**src/hdl/smc_pkg.sv**
```systemverilog
// package: constants and carrier types for supply monitor and comparator
package smc_pkg;

    // ----------------------------------------------------------------
    // register bit positions
    // ----------------------------------------------------------------
    localparam int PWR_LVD_EN_BIT   = 5;
    localparam int PWR_CMP_EN_BIT   = 2;
    localparam int PWR2_RESULT_BIT  = 6;
    localparam int OSC_CMP_OE_BIT   = 6;
    localparam int CCR_POS_LSB      = 2;
    localparam int CCR_NEG_LSB      = 0;

    // ----------------------------------------------------------------
    // reset values and encodings
    // ----------------------------------------------------------------
    localparam logic       CMP_EN_RST     = 1'h0;
    localparam logic [7:0] CCR_LVD_SETUP  = 8'h0a;
    localparam logic [3:0] LVD_SEL_LOWEST = 4'h0;
    localparam logic [3:0] LVD_SEL_HIGH   = 4'hf;
    localparam int         LADDER_DEN     = 128;

    typedef enum logic [1:0] {
        SMC_POS_PORT0 = 2'b00,
        SMC_POS_PORT4 = 2'b01,
        SMC_POS_VREF  = 2'b10,
        SMC_POS_NONE  = 2'b11
    } smc_psel_e;

    typedef enum logic [1:0] {
        SMC_NEG_PORT2 = 2'b00,
        SMC_NEG_PORT5 = 2'b01,
        SMC_NEG_BGAP  = 2'b10,
        SMC_NEG_VREF  = 2'b11
    } smc_nsel_e;

    // ----------------------------------------------------------------
    // timing
    // ----------------------------------------------------------------
    localparam int CLK_MHZ        = 50;
    localparam int SETTLE_US      = 50;
    localparam int SETTLE_CYCLES  = SETTLE_US * CLK_MHZ;

    // ----------------------------------------------------------------
    // carriers
    // ----------------------------------------------------------------
    typedef struct packed {
        logic [1:0] pos_sel;
        logic [1:0] neg_sel;
    } smc_route_s;

    typedef struct packed {
        logic [5:0] sel;
        logic [6:0] tap_num;
    } smc_ladder_s;

endpackage

```
**src/hdl/smc_sync.sv**
```systemverilog
// two-stage synchroniser for asynchronous analog results
`timescale 1ns/1ps
`default_nettype none
module smc_sync
    import smc_pkg::*;
#(
    parameter int WIDTH = 2
)(
    input  wire logic             mclk,
    input  wire logic             rst_n,
    input  wire logic [WIDTH-1:0] async_in,
    output logic      [WIDTH-1:0] sync_out
);

    initial
    begin
        if (WIDTH < 1)
            $error("smc_sync width must be at least 1");
    end

    typedef struct packed {
        logic [WIDTH-1:0] meta;
        logic [WIDTH-1:0] held;
    } smc_sync_s;

    smc_sync_s st_ff;
    smc_sync_s nxt_st;

    always_comb
    begin
        nxt_st.meta = async_in;
        nxt_st.held = st_ff.meta;
    end

    // reset to 1s: a detector that is idle reads as supply good
    always_ff @(posedge mclk or negedge rst_n)
    begin
        if (!rst_n)
            st_ff <= '1;
        else
            st_ff <= nxt_st;
    end

    assign sync_out = st_ff.held;

endmodule
`default_nettype wire

```
**src/hdl/smc_ctrl.sv**
```systemverilog
// supply monitor and comparator control logic
//
// How it works
// - detector enabled with supply under threshold drives detector output low
// - 4-bit select gives 16 levels, 0000 lowest, 1111 highest
// - enabled detector trip raises flag if flag enable set; with global enable, requests service
// - live detector result readable at bit 6 of second power register
// - comparator enable at power control bit 2, resets to 0 (off)
// - halt mode forces comparator off whatever its enable bit says
// - reference ladder: span bits plus select pick one of 32 taps, 65/128 to 7/128
// - positive input: 00 port bit 0, 01 port bit 4, 10 reference
// - negative input: 00 port bit 2, 01 bit 5, 10 bandgap, 11 reference
// - comparator result shares status bit 6 with detector result
// - pad-output enable at oscillator bit 6 puts comparator on port bit 3
// - pad-output enable suppresses third PWM channel output
// - flag set on high-to-low transition of detector output
// - service requested only when flag enable and global enable both set
// - flag holds at 1 until firmware writes 0 to it
`timescale 1ns/1ps
`default_nettype none
module smc_ctrl
    import smc_pkg::*;
#(
    parameter int SETTLE_CNT = SETTLE_CYCLES
)(
    input  wire logic       mclk,
    input  wire logic       rst_n,
    // control bits written by software
    input  wire logic [7:0] power_control_reg,
    input  wire logic [7:0] comparator_control_reg,
    input  wire logic [7:0] oscillator_control_reg,
    input  wire logic [3:0] lvd_sel,
    input  wire logic       ref_span_high,
    input  wire logic       ref_span_low,
    input  wire logic       power_control_wr,
    input  wire logic       supply_low_irq_enable,
    input  wire logic       global_irq_enable,
    input  wire logic       flag_wr,
    input  wire logic       flag_wdata,
    input  wire logic       halt_mode,
    // analog side
    input  wire logic       lvd_raw,
    input  wire logic       cmp_raw,
    output logic            lvd_analog_en,
    output logic [3:0]      lvd_level_sel,
    output logic            cmp_analog_en,
    output smc_route_s      cmp_route,
    output smc_ladder_s     cmp_ladder,
    // pins
    input  wire logic       third_pwm_in,
    input  wire logic       third_pwm_en,
    output logic            port_b_bit_three,
    output logic            port_b_bit_three_oe,
    // status
    output logic [7:0]      power_control_reg_second,
    output logic            supply_low_irq_flag,
    output logic            supply_low_irq_req,
    output logic            result_settled
);

    initial
    begin
        if (SETTLE_CNT < 1)
            $error("smc_ctrl settle count must be at least 1");
    end

    // ----------------------------------------------------------------
    // derived control
    // ----------------------------------------------------------------
    logic low_voltage_detect_enable;
    logic comparator_enable;
    logic comparator_pad_out_enable;
    logic [1:0] positive_input_select;
    logic [1:0] negative_input_select;

    assign low_voltage_detect_enable = power_control_reg[PWR_LVD_EN_BIT];
    assign comparator_enable         = power_control_reg[PWR_CMP_EN_BIT];
    assign comparator_pad_out_enable = oscillator_control_reg[OSC_CMP_OE_BIT];
    assign positive_input_select = comparator_control_reg[CCR_POS_LSB +: 2];
    assign negative_input_select = comparator_control_reg[CCR_NEG_LSB +: 2];

    // tap numerator out of LADDER_DEN for the selected span
    function automatic logic [6:0] tap_of(input logic hi, input logic [3:0] s);
        logic [6:0] t;
        t = 7'h00;
        if (hi)
        begin
            unique case (s)
                4'h0: t = 7'd65;
                4'h1: t = 7'd62;
                4'h2: t = 7'd56;
                4'h3: t = 7'd52;
                4'h4: t = 7'd48;
                4'h5: t = 7'd44;
                4'h6: t = 7'd43;
                4'h7: t = 7'd41;
                4'h8: t = 7'd39;
                4'h9: t = 7'd37;
                4'ha: t = 7'd35;
                4'hb: t = 7'd34;
                4'hc: t = 7'd32;
                4'hd: t = 7'd31;
                4'he: t = 7'd30;
                4'hf: t = 7'd29;
            endcase
        end
        else
        begin
            unique case (s)
                4'h0: t = 7'd31;
                4'h1: t = 7'd29;
                4'h2: t = 7'd26;
                4'h3: t = 7'd23;
                4'h4: t = 7'd20;
                4'h5: t = 7'd18;
                4'h6: t = 7'd17;
                4'h7: t = 7'd16;
                4'h8: t = 7'd14;
                4'h9: t = 7'd13;
                4'ha: t = 7'd12;
                4'hb: t = 7'd11;
                4'hc: t = 7'd10;
                4'hd: t = 7'd9;
                4'he: t = 7'd8;
                4'hf: t = 7'd7;
            endcase
        end
        return t;
    endfunction

    // ----------------------------------------------------------------
    // synchronised analog results
    // ----------------------------------------------------------------
    logic [1:0] sync_q;
    logic       lvd_s;
    logic       cmp_s;

    smc_sync #(
        .WIDTH    (2)
    ) u_sync (
        .mclk     (mclk),
        .rst_n    (rst_n),
        .async_in ({lvd_raw, cmp_raw}),
        .sync_out (sync_q)
    );

    assign lvd_s = sync_q[1];
    assign cmp_s = sync_q[0];

    // ----------------------------------------------------------------
    // state
    // ----------------------------------------------------------------
    typedef struct packed {
        logic        lvd_prev;
        logic        flag;
        logic        result;
        logic        pad;
        logic        pad_oe;
        logic [3:0]  sel_seen;
        logic [31:0] settle;
    } smc_ctrl_s;

    smc_ctrl_s st_ff;
    smc_ctrl_s nxt_st;
    logic      cmp_on;
    logic      lvd_fall;

    assign cmp_on   = comparator_enable && !halt_mode;
    assign lvd_fall = low_voltage_detect_enable && st_ff.lvd_prev && !lvd_s;

    always_comb
    begin
        nxt_st = st_ff;
        nxt_st.lvd_prev = low_voltage_detect_enable ? lvd_s : 1'b1;
        // hardware set wins over a firmware clear in the same cycle
        if (flag_wr && !flag_wdata)
            nxt_st.flag = 1'b0;
        if (lvd_fall && supply_low_irq_enable)
            nxt_st.flag = 1'b1;
        // comparator result shares the bit with the detector when enabled
        if (cmp_on)
            nxt_st.result = cmp_s;
        else
            nxt_st.result = low_voltage_detect_enable ? lvd_s : 1'b1;
        // pad overrides the third pwm channel while enabled
        if (comparator_pad_out_enable)
        begin
            nxt_st.pad    = cmp_on ? cmp_s : 1'b0;
            nxt_st.pad_oe = 1'b1;
        end
        else
        begin
            nxt_st.pad    = third_pwm_in;
            nxt_st.pad_oe = third_pwm_en;
        end
        // settle timer restarts on any threshold change
        nxt_st.sel_seen = lvd_sel;
        if (lvd_sel != st_ff.sel_seen
            || (power_control_wr && !low_voltage_detect_enable))
            nxt_st.settle = 32'(SETTLE_CNT);
        else if (st_ff.settle != 32'h0)
            nxt_st.settle = st_ff.settle - 32'h1;
    end

    always_ff @(posedge mclk or negedge rst_n)
    begin
        if (!rst_n)
        begin
            st_ff          <= '0;
            st_ff.lvd_prev <= 1'b1;
            st_ff.result   <= 1'b1;
        end
        else
            st_ff <= nxt_st;
    end

    // ----------------------------------------------------------------
    // outputs
    // ----------------------------------------------------------------
    always_comb
    begin
        power_control_reg_second = 8'h00;
        power_control_reg_second[PWR2_RESULT_BIT] = st_ff.result;
    end

    assign lvd_analog_en       = low_voltage_detect_enable;
    assign lvd_level_sel       = lvd_sel;
    assign cmp_analog_en       = cmp_on;
    assign cmp_route.pos_sel   = positive_input_select;
    assign cmp_route.neg_sel   = negative_input_select;
    assign cmp_ladder.sel      = {ref_span_high, ref_span_low, lvd_sel};
    assign cmp_ladder.tap_num  = (ref_span_high || ref_span_low)
                                 ? tap_of(ref_span_high, lvd_sel)
                                 : 7'h00;
    assign port_b_bit_three    = st_ff.pad;
    assign port_b_bit_three_oe = st_ff.pad_oe;
    assign supply_low_irq_flag = st_ff.flag;
    assign supply_low_irq_req  = st_ff.flag && supply_low_irq_enable
                                 && global_irq_enable;
    assign result_settled      = (st_ff.settle == 32'h0);

endmodule
`default_nettype wire

```
**config.mk**
```make
export PLATFORM = sky130hd
export DESIGN_NAME = smc_ctrl
export DESIGN_NICKNAME = d
export VERILOG_FILES = /design/src/hdl/smc_pkg.sv /design/src/hdl/smc_sync.sv /design/src/hdl/smc_ctrl.sv
export SDC_FILE = /design/constraint.sdc
export NUM_CORES = 1
export LEC_CHECK = 0
export BUFFER_PORTS_ARGS = -buffer_cell sky130_fd_sc_hd__buf_2
export CAP_MARGIN = 15
export CORE_ASPECT_RATIO = 0.7
export CORE_UTILIZATION = 57
export CTS_CLUSTER_DIAMETER = 200
export DETAILED_ROUTE_END_ITERATION = 8
export GPL_TIMING_DRIVEN = 0
export PLACE_DENSITY = 0.87
export SETUP_SLACK_MARGIN = 0.4
export SYNTH_ARGS = -nofsm -noshare
export SYNTH_HDL_FRONTEND = slang
export SYNTH_SLANG_ARGS = --single-unit
```
**constraint.sdc**
```tcl
create_clock -name mclk -period 5 [get_ports mclk]
set_clock_uncertainty 0.15 [all_clocks]
set_input_delay 0.25 -clock mclk [delete_from_list [all_inputs] [get_ports mclk]]
set_output_delay 0.25 -clock mclk [all_outputs]
set_load 0.1 [all_outputs]
```
Word-level counts from Yosys, hierarchy flattened --
Memories as Yosys holds them, arrays and structs flattened. Index checks and enable logic that the tools add are counted.
Operators by class: $add $sub $neg 1, equal/unequal tests 1, mux-type cells 10, reduce and logical (&&, ||, !) cells 18
Operators with widths (count):
- 32-bit 2-to-1 mux | 2
- 32-bit logical NOT | 1
- 32-bit nonzero test | 1
- 32-bit by 1-bit subtractor with 32-bit output, second input constant | 1
- 7-bit 2-to-1 mux | 2
- 1-bit logical AND | 8
- 1-bit 2-to-1 mux | 5
- 1-bit logical NOT | 4
- 4-bit inequality test | 1
- 2-bit nonzero test | 2
- 1-bit logical OR | 2
- 2-bit 2-to-1 mux | 1
Word-level totals: flip-flop bits (word level) 45, ROM bits 192, input bits 42, word-level logic and storage cells 41, memories 2
Memory list:
- (name not given) | words 16, bits a word 7, read ports 1, clocked after memory_dff 0, wr ports 0, line smc_ctrl.sv:88 | unique case (s)
- (name not given) | words 16, bits a word 5, read ports 1, clocked after memory_dff 0, wr ports 0, line smc_ctrl.sv:109 | unique case (s)

Depth between registers and ports, before layout --
depth in word-level cells 4, gate-level depth with buffers 9

Hierarchy --
A second synthesis with hierarchy kept.
Unflattened totals: cell total of the unflattened synthesis 311, area total of the unflattened synthesis 2914.0 µm²
By module, submodules not included:
- smc_ctrl | times used 1, cells an instance 307, area each 2808.9 µm², sequential area each 1028.5 µm²
- smc_sync | times used 1, cells an instance 4, area each 105.1 µm², sequential area each 105.1 µm²

Worst setup path after synthesis --
OpenSTA, ideal clock, no wires.
path kind input port to output port, from input lvd_sel[3], to output cmp_ladder[6] in the netlist's numbering, data arrival time 3.575 ns, required time 4.600 ns, path slack 1.025 ns, stages on the path 3, cell sequence clkbuf_1 clkbuf_1 nor4bb_1
RTL lines:
- start, declared | line smc_ctrl.sv:32 | input wire logic [3:0] lvd_sel,
- end, declared | line smc_ctrl.sv:48 | output smc_ladder_s cmp_ladder,

Worst setup path after layout --
from register st_ff[0] in the netlist's numbering, to output result_settled
Between the ends: longest elaborated chain between the ends 1
Ends and longest elaborated chain:
- start, declared | line smc_ctrl.sv:163 | smc_ctrl_s st_ff;
- start signal, assigned | line smc_ctrl.sv:214 | st_ff <= nxt_st;
- 32-bit logical NOT | line smc_ctrl.sv:240 | assign result_settled = (st_ff.settle == 32'h0);
- end, declared | line smc_ctrl.sv:58 | output logic result_settled
No other way between the ends.

==> out/qor.txt <==
Final Cycle Share - 65.2%
MaxCap Viol Count - 0
DRT iter0 DRCs - 124
total die area - 5370 um2
Yosys cell types - 60
status - complete, no violations
RSZ-0062 raised after global routing - no
initial core utilization - 59.9%
commonest cells after routing, fill and taps aside - buf_2 (50), dfrtp_1 (39), nor2_1 (26)
Critical Path, Cell by Cell - inv_1 > ha_1 > or4b_4 > nand4bb_1 > buf_2 > nor3_4 > buf_2
crit path DAT - 2.86 ns
root buf cell - clkbuf_8
ANT nets after route - 0
mean post-synth cell area - 9.52 um2
fmax - 0.307 GHz
Post-DP Area - 3240 um2
routed length per instance - 13.3 um
CTS H-tree lvls - 2
CTS tree - yes
Hold/Removal Path Class - in2reg
final setup fails - 0
fin nets - 422
Slew Limit Fails - 0
Detailed Routing Iterations Pass 1 - 4
first-pass GRT wire length - 9160 um
layout overhead on the synthesized area - 17.6%
Top delay family on crit path - simple AND/OR/NAND/NOR gates
GR Util All Layers - 22.6%
area occupied by multi-input gates - 1500 um2
Routed WL - 5870 um
post-synthesis cell count - 304
CP Launch Type - flop
CP dominant cell by count - buf_2
die height - 61.6 um
max_slew headroom - 35.9%
die width - 87.2 um
Power per Cell Area - 246 nW/um2
CP max stage delay - 0.53 ns
port bufs - 48
crit path buf inv count - 3
fin crit period - 3.26 ns
worst slew pin tran - 0.962 ns
Setup TNS Final - 0 ns
share of layout cells above drive strength 1 - 30.3%
FF+latch count, synth - 45
Worst VDD drop - 129 uV
Setup CP Type - reg2out
Clock Latency Late Sink - 0.30 ns
vias - 2,424
CTS Buffer Depth - 2
commonest non-fill, non-tap cell in the layout - buf_2
critical path's slowest cell - or4b_4
placed cells - 427
row count - 21
I/O pin cnt - 78
vias per cell - 5.48
gp weighted congestion - 0.834
Clock transition at path regs - 0.09 ns
Layout Cells excl Fill - 442
total CTS buffers - 5
number of inserted diodes - 0
Post-CTS Resized - 0
fraction of registers with async set/reset - 100%
Core ar. - 4830 um2
post-synthesis sequential area ratio - 39.2%
Clock Sinks - 45
total global routing overflow - 0
required time of the critical path - 4.60 ns
Final HPWL DP - 4250 um
Main synth FF type - dfrtp_1
Final Cell Area - 3400 um2
final-report hold violation count - 0
Leak - 0.00147 uW
crit end category - output pin
register area - 1130 um2
Yosys warnings - 0
vias in the first global route - 1,981
antenna violations before repair - 0
Crit Path Max Fanout - 8
largest net degree at the start of global routing - 46
# DRC - 0
post-synthesis cell area - 2890 um2
FILL cells - 372
Post-synth EDFFs - 0
## report_power, final
| part | internal (uW) | switching, uW | total, uW |
|---|---|---|---|
| registers | 373 | 3.55 | 377 |
| clock network | 99.2 | 129 | 228 |
| logic | 51.9 | 182 | 234 |
| total | 524 | 314 | 838 |
## flip-flops by register name, indices dropped and copies added (netlist names)
name / count
u_sync.sync_out: 2
power_control_reg_second: 1
supply_low_irq_flag: 1
port_b_bit_three: 1
port_b_bit_three_oe: 1
u_sync.nxt_st: 2
st_ff: 37
## metal layers
metal,wire (um),part of all wire [%],GRT usage (%),up-vias
met1,2810,48,32.0,1158
met3,290,4.9,4.16,5
met5,0,0,0,-
met4,53,0.90,7.73,0
li1,-,-,-,1186
met2,2720,46,35.9,75
## repair_timing
item,4_1_cts,5_1_grt
hold buffers,7,0
setup buffers,0,0
endpoints found under the hold margin,45,0
## cell type report
class                   instances  area share, %
clock buffers                   5           2.02
flip-flops and latches         45           33.3
clock inverters                 3          0.625
multi-input cells             218           44.2
inverters                      10           1.10
well taps                      69           2.54
plain buffers                  37           7.13
repair buffers                 55           9.12
## cells in the mapped netlist, types with 2 or more instances
| cell type | number | share of area (%) |
|---|---|---|
| or4_1 | 9 | 2.3 |
| nor4_1 | 5 | 1.1 |
| inv_1 | 10 | 1.3 |
| nor4b_1 | 2 | 0.61 |
| nand2_1 | 19 | 2.5 |
| xnor2_1 | 14 | 4.2 |
| nor3_1 | 6 | 1.0 |
| o21ai_0 | 19 | 3.3 |
| o31ai_1 | 10 | 2.6 |
| nor2_1 | 26 | 3.4 |
| dfstp_2 | 6 | 5.4 |
| mux2i_1 | 2 | 0.69 |
| o311ai_1 | 2 | 0.61 |
| or4_4 | 2 | 0.78 |
| a211oi_1 | 3 | 0.78 |
| a21boi_0 | 2 | 0.52 |
| clkbuf_1 | 8 | 1.0 |
| ha_1 | 8 | 3.5 |
| buf_6 | 2 | 0.78 |
| or2_2 | 5 | 1.1 |
| xor2_1 | 7 | 2.1 |
| or3_1 | 8 | 1.7 |
| nand3_1 | 5 | 0.86 |
| buf_4 | 23 | 6.0 |
| nor3_4 | 2 | 1.1 |
| buf_1 | 2 | 0.26 |
| dfrtp_1 | 39 | 34 |
| buf_2 | 2 | 0.35 |
| o211ai_1 | 5 | 1.3 |
| nor2b_1 | 2 | 0.43 |
| nor3b_1 | 2 | 0.52 |
| nand2b_1 | 5 | 1.1 |
| nand3b_1 | 2 | 0.52 |
| a21oi_1 | 14 | 2.4 |
## cell families after synthesis
logic type               Yosys count  synth area share [%]
flip-flops                        45                  39.2
multiplexers                       4                  1.86
AND/OR/NAND/NOR                  115                  24.6
AO/OA/AOI/OAI                     63                  14.7
other                              1                 0.130
adder cells (fa/ha/maj)            8                  3.46
buffers and inverters             47                  9.68
XOR/XNOR                          21                  6.36
## through the flow
step	utilization [%]	hold WS [ns]	worst slack (ns)	power (uW)
2_1_floorplan	-	-0.196	1.03	572
3_3_place_gp	67.1	0.196	2.14	610
3_5_place_dp	67.1	0.199	2.10	613
4_1_cts	70.4	0.0162	1.75	841
5_1_grt	70.4	0.0293	1.61	871
6_report	70.4	0.0187	1.74	838
## final timing paths
path / depth (start not counted) / start / slack, ns / end
worst max-delay path: 7 / st_ff[0]$_DFFE_PN0P_ / 1.74 / result_settled
worst max register to register: 9 / st_ff[0]$_DFFE_PN0P_ / 2.31 / st_ff[2]$_DFFE_PN0P_
min in group asynchronous: 2 / rst_n / 0.49 / st_ff[5]$_DFFE_PN0P_
worst min-delay path: 2 / oscillator_control_reg[6] / 0.02 / port_b_bit_three$_DFF_PN0_
worst min register to register: 0 / u_sync.nxt_st[1]$_DFF_PN1_ / 0.21 / u_sync.sync_out[1]$_DFF_PN1_
max in group asynchronous: 2 / rst_n / 3.61 / st_ff[32]$_DFF_PN0_
(Power assumes the default switching activity.)
